<file path="src/rtl/aux_clk_regs.svh">
`ifndef AUX_CLK_REGS_SVH
`define AUX_CLK_REGS_SVH

// Register byte addresses (AXI4-Lite, one word each)
`define ADDR_CTRL     4'h0
`define ADDR_STATUS   4'h4
`define ADDR_MSB      3
`define CTRL_RESET    32'h0000_0000
`define CTRL_MASK     32'h0000_0333

// Bus responses
`define RESP_OKAY     2'b00
`define RESP_SLVERR   2'b10

// Strap and mode codes
`define CODE_NONE     2'h0
`define CODE_REF      2'h1

// Divider phase counter
`define CNT_ZERO      2'h0
`define CNT_ONE       2'h1
`define CNT_LAST      2'h3

`endif

</file>
<file path="src/rtl/aux_clk_pkg.sv">
`default_nettype none
package aux_clk_pkg;

  // Function currently driven on one auxiliary pin
  typedef enum logic [2:0] {
    FN_OFF  = 3'b000,
    FN_REF  = 3'b001,
    FN_DIV2 = 3'b010,
    FN_DIV4 = 3'b011,
    FN_OVR  = 3'b100
  } pin_func_t;

  // Control word written by software
  typedef struct packed {
    logic [21:0] rsv_hi;
    logic [1:0]  out_d_div_select;
    logic [1:0]  rsv_mid;
    logic [1:0]  out_c_div_select;
    logic [1:0]  rsv_lo;
    logic        overrange_out_enable;
    logic        strap_override_enable;
  } ctrl_reg_t;

  // Status word read back by software
  typedef struct packed {
    logic [18:0] rsv_hi;
    logic        power_down;
    logic [1:0]  rsv_mid;
    logic [1:0]  straps;
    logic        rsv_lo;
    pin_func_t   func_d;
    logic        rsv_c;
    pin_func_t   func_c;
  } status_reg_t;

endpackage : aux_clk_pkg
`default_nettype wire

</file>
<file path="src/rtl/aux_ref_clock_output_select.sv">
// Functional notes
// - Both aux pins can carry the reference clock via straps or registers.
// - Strap-selected clocks run from power-up while power-down stays low.
// - Power-down high turns both aux outputs off.
// - With override bit set, register modes replace straps; else modes ignored.
// - Straps set divider for output C only; output D only on or off.
// - A selected clock function beats the over-range function.
// - Output D clock only works when output C has a nonzero clock mode.
// - Output C: codes 1,2,3 give ref, ref/2, ref/4; zero falls to over-range.
// - Output D: nonzero strap gives ref; modes 1,2,3 give ref, /2, /4.
// - No clock: over-range on either pin if enabled on quad part, else disabled.
`include "aux_clk_regs.svh"
`default_nettype none
module aux_ref_clock_output_select (
  // Clock and reset
  input  wire  logic                   ref_clk_i,
  input  wire  logic                   rst_i,
  // Board pins
  input  wire  logic [1:0]             clk_cfg_straps_i,
  input  wire  logic                   power_down_pin_i,
  input  wire  logic                   quad_part_i,
  input  wire  logic                   overrange_c_i,
  output logic                         aux_clk_out_c_o,
  output logic                         aux_clk_out_d_o,
  output var aux_clk_pkg::pin_func_t   func_c_o,
  // AXI4-Lite write
  input  wire  logic [`ADDR_MSB:0]     s_axi_awaddr_i,
  input  wire  logic                   s_axi_awvalid_i,
  output logic                         s_axi_awready_o,
  input  wire  logic [31:0]            s_axi_wdata_i,
  input  wire  logic [3:0]             s_axi_wstrb_i,
  input  wire  logic                   s_axi_wvalid_i,
  output logic                         s_axi_wready_o,
  output logic [1:0]                   s_axi_bresp_o,
  output logic                         s_axi_bvalid_o,
  input  wire  logic                   s_axi_bready_i,
  // AXI4-Lite read
  input  wire  logic [`ADDR_MSB:0]     s_axi_araddr_i,
  input  wire  logic                   s_axi_arvalid_i,
  output logic                         s_axi_arready_o,
  output logic [31:0]                  s_axi_rdata_o,
  output logic [1:0]                   s_axi_rresp_o,
  output logic                         s_axi_rvalid_o,
  input  wire  logic                   s_axi_rready_i
);
  import aux_clk_pkg::*;

  // ----------------------------------------------------------------
  // Register slave
  // ----------------------------------------------------------------
  ctrl_reg_t          ctrl_q;
  logic [`ADDR_MSB:0] awaddr_q;
  logic               aw_full_q;
  logic [31:0]        wdata_q;
  logic [3:0]         wstrb_q;
  logic               w_full_q;
  logic               bvalid_q;
  logic [1:0]         bresp_q;
  logic               rvalid_q;
  logic [31:0]        rdata_q;
  logic [1:0]         rresp_q;
  logic [31:0]        wr_merged;
  status_reg_t        status;

  wire do_write = aw_full_q && w_full_q && !bvalid_q;
  wire wr_ctrl  = do_write && (awaddr_q == `ADDR_CTRL);
  wire wr_stat  = do_write && (awaddr_q == `ADDR_STATUS);
  wire wr_hit   = wr_ctrl || wr_stat;
  wire rd_take  = s_axi_arvalid_i && !rvalid_q;
  wire rd_ctrl  = (s_axi_araddr_i == `ADDR_CTRL);
  wire rd_stat  = (s_axi_araddr_i == `ADDR_STATUS);

  assign s_axi_awready_o = !aw_full_q;
  assign s_axi_wready_o  = !w_full_q;
  assign s_axi_arready_o = !rvalid_q;
  assign s_axi_bvalid_o  = bvalid_q;
  assign s_axi_bresp_o   = bresp_q;
  assign s_axi_rvalid_o  = rvalid_q;
  assign s_axi_rdata_o   = rdata_q;
  assign s_axi_rresp_o   = rresp_q;

  // Byte lanes merge into the current control word
  for (genvar b = 0; b < 4; b++) begin : g_lane
    assign wr_merged[8*b+:8] = wstrb_q[b] ? wdata_q[8*b+:8] : ctrl_q[8*b+:8];
  end

  always_ff @(posedge ref_clk_i) begin
    if (rst_i) begin
      aw_full_q <= 1'b0;
      w_full_q  <= 1'b0;
      bvalid_q  <= 1'b0;
      awaddr_q  <= '0;
      wdata_q   <= '0;
      wstrb_q   <= '0;
      bresp_q   <= `RESP_OKAY;
    end else begin
      if (s_axi_awvalid_i && !aw_full_q) begin
        aw_full_q <= 1'b1;
        awaddr_q  <= s_axi_awaddr_i;
      end
      if (s_axi_wvalid_i && !w_full_q) begin
        w_full_q <= 1'b1;
        wdata_q  <= s_axi_wdata_i;
        wstrb_q  <= s_axi_wstrb_i;
      end
      if (do_write) begin
        aw_full_q <= 1'b0;
        w_full_q  <= 1'b0;
        bvalid_q  <= 1'b1;
        bresp_q   <= wr_hit ? `RESP_OKAY : `RESP_SLVERR;
      end else if (bvalid_q && s_axi_bready_i) begin
        bvalid_q <= 1'b0;
      end
    end
  end

  // Status is read-only: writes to it are accepted and dropped
  always_ff @(posedge ref_clk_i) begin
    if (rst_i) begin
      ctrl_q <= `CTRL_RESET;
    end else if (wr_ctrl) begin
      ctrl_q <= wr_merged & `CTRL_MASK;
    end
  end

  always_ff @(posedge ref_clk_i) begin
    if (rst_i) begin
      rvalid_q <= 1'b0;
      rdata_q  <= '0;
      rresp_q  <= `RESP_OKAY;
    end else if (rd_take) begin
      rvalid_q <= 1'b1;
      rdata_q  <= rd_ctrl ? ctrl_q : (rd_stat ? status : '0);
      rresp_q  <= (rd_ctrl || rd_stat) ? `RESP_OKAY : `RESP_SLVERR;
    end else if (s_axi_rready_i) begin
      rvalid_q <= 1'b0;
    end
  end

  // ----------------------------------------------------------------
  // Strap capture and function selection
  // ----------------------------------------------------------------
  logic [1:0] straps_q;
  logic       ovr_in_q;

  // Straps are followed while reset is held and frozen at its release
  always_ff @(posedge ref_clk_i) begin
    if (rst_i) begin
      straps_q <= clk_cfg_straps_i;
    end
  end

  always_ff @(posedge ref_clk_i) begin
    if (rst_i) begin
      ovr_in_q <= 1'b0;
    end else begin
      ovr_in_q <= overrange_c_i;
    end
  end

  wire       override = ctrl_q.strap_override_enable;
  wire [1:0] code_c   = override ? ctrl_q.out_c_div_select : straps_q;
  wire       strap_on = (straps_q != `CODE_NONE);
  wire [1:0] code_d   = override ? ctrl_q.out_d_div_select
                      : (strap_on ? `CODE_REF : `CODE_NONE);
  wire       clk_c    = (code_c != `CODE_NONE);
  wire       clk_d    = (code_d != `CODE_NONE) && clk_c;
  wire       ovr_ok   = ctrl_q.overrange_out_enable && quad_part_i;

  pin_func_t fallback;
  pin_func_t next_c;
  pin_func_t next_d;

  assign fallback = ovr_ok ? FN_OVR : FN_OFF;
  assign next_c = power_down_pin_i ? FN_OFF
                : (clk_c ? pin_func_t'({1'b0, code_c}) : fallback);
  assign next_d = power_down_pin_i ? FN_OFF
                : (clk_d ? pin_func_t'({1'b0, code_d}) : fallback);

  // ----------------------------------------------------------------
  // Divider and glitch-free output stage
  // ----------------------------------------------------------------
  logic [1:0] cnt_q;
  logic [1:0] cnt_d;
  pin_func_t  func_q [2];
  logic       pin_q  [2];
  logic       gate_q [2];
  logic       pin_o  [2];

  // New functions only take effect at the end of a /4 period, when both
  // divided waves are about to restart low, so no shortened pulse appears
  wire tick = (cnt_q == `CNT_LAST);
  assign cnt_d = cnt_q + `CNT_ONE;

  always_ff @(posedge ref_clk_i) begin
    if (rst_i) begin
      cnt_q <= `CNT_LAST;
    end else begin
      cnt_q <= cnt_d;
    end
  end

  for (genvar p = 0; p < 2; p++) begin : g_pin
    wire pin_func_t sel = (p == 0) ? next_c : next_d;
    logic           wave;
    // A high level left over from over-range must not run into a new wave
    wire            restart = tick && (sel != func_q[p]);

    always_comb begin
      case (func_q[p])
        FN_DIV2: wave = cnt_d[0];
        FN_DIV4: wave = cnt_d[1];
        FN_OVR:  wave = ovr_in_q;
        default: wave = 1'b0;
      endcase
    end

    // Reset leaves the strap choice to load at the first tick
    always_ff @(posedge ref_clk_i) begin
      if (rst_i) begin
        func_q[p] <= FN_OFF;
        pin_q[p]  <= 1'b0;
      end else begin
        if (tick) begin
          func_q[p] <= sel;
        end
        pin_q[p] <= restart ? 1'b0 : wave;
      end
    end

    // Gate enable moves only while the clock is low
    always_ff @(negedge ref_clk_i) begin
      if (rst_i) begin
        gate_q[p] <= 1'b0;
      end else begin
        gate_q[p] <= (func_q[p] == FN_REF);
      end
    end

    assign pin_o[p] = (ref_clk_i && gate_q[p]) || pin_q[p];
  end

  assign aux_clk_out_c_o = pin_o[0];
  assign aux_clk_out_d_o = pin_o[1];
  assign func_c_o        = func_q[0];

  always_comb begin
    status             = '0;
    status.func_c      = func_q[0];
    status.func_d      = func_q[1];
    status.straps      = straps_q;
    status.power_down  = power_down_pin_i;
  end

  // ----------------------------------------------------------------
  // Assertions
  // ----------------------------------------------------------------
  AST_POWERUP_RUN: assert property (@(posedge ref_clk_i) disable iff (rst_i)
    ($fell(rst_i) && (straps_q != `CODE_NONE) && !power_down_pin_i && !override)
    |-> ##[1:5] (func_q[0] != FN_OFF))
    else $error("Strap clock not running after reset");

  AST_PD_OFF: assert property (@(posedge ref_clk_i) disable iff (rst_i)
    power_down_pin_i [*5] |-> (func_q[0] == FN_OFF) && (func_q[1] == FN_OFF))
    else $error("Outputs active while powered down");

  AST_OVERRIDE_MODE: assert property (@(posedge ref_clk_i) disable iff (rst_i)
    (tick && !power_down_pin_i && override && ctrl_q.out_c_div_select == 2'h3)
    |=> (func_q[0] == FN_DIV4))
    else $error("Register mode 3 did not give ref/4");

  AST_STRAP_D_UNDIV: assert property (@(posedge ref_clk_i) disable iff (rst_i)
    (tick && !power_down_pin_i && !override && strap_on) |=> (func_q[1] == FN_REF))
    else $error("Strap did not give undivided ref on D");

  AST_CLK_PRIO: assert property (@(posedge ref_clk_i) disable iff (rst_i)
    (tick && !power_down_pin_i && clk_c && ctrl_q.overrange_out_enable)
    |=> (func_q[0] != FN_OVR))
    else $error("Over-range beat a selected clock");

  AST_D_NEEDS_C: assert property (@(posedge ref_clk_i) disable iff (rst_i)
    (func_q[1] inside {FN_REF, FN_DIV2, FN_DIV4})
    |-> (func_q[0] inside {FN_REF, FN_DIV2, FN_DIV4}))
    else $error("D clock without C clock");

  AST_STRAP_C_DIV2: assert property (@(posedge ref_clk_i) disable iff (rst_i)
    (tick && !power_down_pin_i && !override && straps_q == 2'h2) |=> (func_q[0] == FN_DIV2))
    else $error("Strap code 2 did not give ref/2");

  AST_FALLBACK_OVR: assert property (@(posedge ref_clk_i) disable iff (rst_i)
    (tick && !power_down_pin_i && !clk_c && ctrl_q.overrange_out_enable && quad_part_i)
    |=> (func_q[0] == FN_OVR) ##1 (pin_q[0] == $past(ovr_in_q)))
    else $error("Over-range fallback missing");

  AST_DIV2_WAVE: assert property (@(posedge ref_clk_i) disable iff (rst_i)
    (func_q[0] == FN_DIV2 && $past(func_q[0]) == FN_DIV2)
    |-> (pin_q[0] != $past(pin_q[0])))
    else $error("Divide-by-2 wave did not toggle");

endmodule : aux_ref_clock_output_select
`default_nettype wire

</file>
<file path="config.mk">
export PLATFORM = sky130hd
export DESIGN_NAME = aux_ref_clock_output_select
export DESIGN_NICKNAME = d
export VERILOG_FILES = /design/src/rtl/aux_clk_pkg.sv /design/src/rtl/aux_ref_clock_output_select.sv
export VERILOG_INCLUDE_DIRS = /design/src /design/src/rtl
export SDC_FILE = /design/constraint.sdc
export NUM_CORES = 1
export LEC_CHECK = 0
export BUFFER_PORTS_ARGS = -buffer_cell sky130_fd_sc_hd__buf_2
export CORE_MARGIN = 4
export CORE_UTILIZATION = 30
export CTS_CLUSTER_DIAMETER = 150
export CTS_CLUSTER_SIZE = 12
export DETAILED_ROUTE_END_ITERATION = 10
export HOLD_SLACK_MARGIN = 0.06
export PLACE_DENSITY = 0.6
export SKIP_LAST_GASP = 1
export SYNTH_ARGS = -nofsm -noshare
export SYNTH_HDL_FRONTEND = slang
export SYNTH_SLANG_ARGS = --single-unit
</file>
<file path="constraint.sdc">
create_clock -name ref_clk_i -period 1.4 [get_ports ref_clk_i]
set_input_delay 0.21 -clock ref_clk_i [delete_from_list [all_inputs] [get_ports ref_clk_i]]
set_output_delay 0.21 -clock ref_clk_i [all_outputs]
set_load 0.01 [all_outputs]
</file>
==> flow_summary.yaml <==
status:
  outcome: "finished with violations"
  violated_checks: "setup timing"
detailed_routing:
  m1WireLength_um: 2350
  wire_per_inst_um: 11.7
  ant_nets: 0
  drt_wl_total_um: 5280
  vias: 1946
  drt_pre_antenna_iters: 4
  drt_first_iter_violations: 49
  topmost_layer_with_routed_signal_wires: "met4"
  via_per_inst: 4.32
  met3RoutedLength_um: 363
  remaining_drc_errors: 0
  met2RoutedLength_um: 2490
yosys:
  ys_async_sr_fraction_pct: 0
  synth-seq-cells: 48
  synth.top_cell.area_share_pct: 34.6
  synthesis.yosys.warnings: 0
  netlist_area_before_placement_um2: 2310
  synth_area_leader_cell: "sky130_fd_sc_hd__dfxtp_1"
  postSynthAreaPerCell_um2: 9.26
  number_of_enable_type_register_cells_in_the_synthesized_netlist: 8
  post_synth_main_area_contributors: "sky130_fd_sc_hd__dfxtp_1 35%, sky130_fd_sc_hd__edfxtp_1 10%, sky130_fd_sc_hd__buf_4 9.1%, sky130_fd_sc_hd__mux2i_1 8.6%, sky130_fd_sc_hd__nor2_1 4.9%"
  synthDistinctLibCells: 44
  syn-instance-count: 250
  ys_seq_area_share_pct: 45.0
  synth_flop_cell: "sky130_fd_sc_hd__dfxtp_1"
grt:
  grt-ovfl-total: 0
  number_of_antenna_violations_at_the_first_check_in_global_routing: 0
  track_usage_pct: 12.6
  grt_start_max_net_pins: 31
  grt_first_pass_wirelength_um: 8760
  vias_in_the_first_global_route: 1935
worst_setup_path:
  worstRegToRegCells: 6
  r2r_slack_ps: -120
  path_class: "flop to output pin"
  worstReg2RegStart: "override"
  critical_path.startpoint_type: "flop"
  cp_data_required_time_ps: 1190
  worst_setup_path_end_kind: "output pin"
  critPathArrivalTime_ps: 1740
  crit_fanout: 1
  regToRegEndpoint: "pin_q[1]"
place:
  gpl.final_weighted_congestion: 0.761
  port_buffers: 48
  place_ws_ps: -195
  estimated_wirelength_of_the_detail_placed_design_um: 3880
floorplan:
  die_h_um: 95.8
  fp.dieArea_um2: 9190
  fp.dieW_um: 95.8
  rows: 31
  boundaryPins: 102
  core_area_um2: 7370
  initial_utilization_pct: 31.4
clock_network:
  path_clk_slew_ps: 80
  tritoncts_clock_tree: "done"
  clkLatencyLatePin_ps: 470
sta:
  timing.final.max_slew_violations: 0
  fin_worst_skew_ps: 67.0
  setup_ws_ps: -550
  hold_violations: 0
  rsz0062_at_grt: "true"
  setup-violations-final: 10
  whs_ps: 83.6
finish:
  flow.area_growth_from_synthesis_pct: 41.1
  mostFrequentLayoutCells: "46 x sky130_fd_sc_hd__buf_2, 34 x sky130_fd_sc_hd__dfxtp_1, 32 x sky130_fd_sc_hd__buf_4, 30 x sky130_fd_sc_hd__nor2_1, 25 x sky130_fd_sc_hd__conb_1"
  mostFrequentLayoutCell: "sky130_fd_sc_hd__buf_2"
  number_of_fillers_in_the_final_layout: 748
  n_antenna_cell: 0
  drive_gt1_share_pct: 36.2
  final_net_count: 406
power_and_ir_drop:
  pwr-share-comb_pct: 16.3
  clock_network_fraction_of_design_power_pct: 38.2
  power_density_nw_per_um2: 1020
  ir_worst_vdd_v: 0.000556
  power.share.sequential_pct: 45.6
  leakage_nw: 1.44
  switchingPower_w: 0.000864
  internal_power_w: 0.00248
  p_sw_share_pct: 25.8
min_path:
  hold_start: "s_axi_arvalid_i"
  holdCritPathClass: "input pin to flop"
  min_delay_path_depth: 3
  hold-path-endpoint: "s_axi_rvalid_o"
flow_run:
  drv.max_cap_violation_count: 0
[synth_stat cells (all sizes together) (2+ instances only)]
cell,instances
dfxtp,40
buf,31
nor2,30
mux2i,21
a21oi,20
nand2,16
nand3,11
nor3,11
clkbuf,8
edfxtp,8
nor2b,7
inv,5
nand2b,4
xnor2,4
or2,3
a211oi,2
a21o,2
a31oi,2
clkinv,2
nor3b,2
nor4b,2
o211ai,2
o21a,2
or3,2
[power by group through the flow]
stage	logic, W	registers (W)	clock network, W
5_1_grt	0.000604	0.00154	0.00139
3_5_place_dp	0.000463	0.00155	0.0000318
4_1_cts	0.000521	0.00152	0.00133
2_1_floorplan	0.000329	0.00156	0.0000256
6_report	0.000544	0.00153	0.00128
3_3_place_gp	0.000456	0.00155	0.0000318
[routing by layer]
layer / GRT usage [%] / up-vias
met2: 19.0 / 53
met4: 6.16 / 0
li1: - / 996
met5: 0 / -
met1: 15.2 / 890
met3: 5.47 / 7
[cell families after synthesis]
logic type,after synthesis,synth area share (%)
mux,22,9.89
flops,48,45.0
fa+ha+maj,1,0.540
other cells,1,0.162
xor+xnor,5,1.89
simple gates,91,20.2
compound gates,36,10.0
buf+inv,46,12.4
[worst max path at each step]
stage / cells past startpoint / endpoint / start / slack [ps]
2_1_floorplan: 2 / gate_q[0] / func_q[0][1] / -80
3_3_place_gp: 5 / pin_q[1] / override / -200
3_5_place_dp: 5 / pin_q[1] / override / -190
4_1_cts: 2 / aux_clk_out_c_o / gate_q[0] / -560
5_1_grt: 2 / aux_clk_out_d_o / gate_q[1] / -610
6_report: 2 / aux_clk_out_c_o / gate_q[0] / -550
[sequential cells by signal, summed over array words and instances, names as in the netlist, 4 cells and up]
register	flops
awaddr_q	4
ctrl_q	5
s_axi_rdata_o	9
func_q	6
wdata_q	6
[stage by stage]
stage	area, µm²	std cells	util, %	power (W)	setup TNS [ps]
global route	3270	450	44.3	0.00353	-2240
global placement	2730	410	37.0	0.00203	-693
floorplan	2410	274	-	0.00191	-160
detailed placement	2730	410	37.0	0.00205	-650
finish	3270	450	44.3	0.00335	-1580
CTS	3140	445	42.6	0.00337	-1350
[area by class of cell]
cell class,instances,area (µm²),share of cell area (%)
clock buffers,14,173,5.29
clock inverters,3,12.5,0.383
inverters,6,22.5,0.689
multi-input cells,180,1180,36.2
flip-flops and latches,48,1050,32.2
well taps,99,124,3.79
repair buffers,100,701,21.4
[worst max-delay path: stages (launching register included)]
cell,delay (ps)
sky130_fd_sc_hd__dfxtp_1,290
sky130_fd_sc_hd__a21o_1,140
sky130_fd_sc_hd__buf_2,130
[what timing repair did]
action	in CTS	in global routing
hold buffers	19	0
setup endpoints to repair	10	18
buffers inserted	2	5
pin swaps	6	10
gates resized for setup	13	23
endpoints found under the hold margin	19	0
No activity file was read; power rests on OpenSTA's default activity.
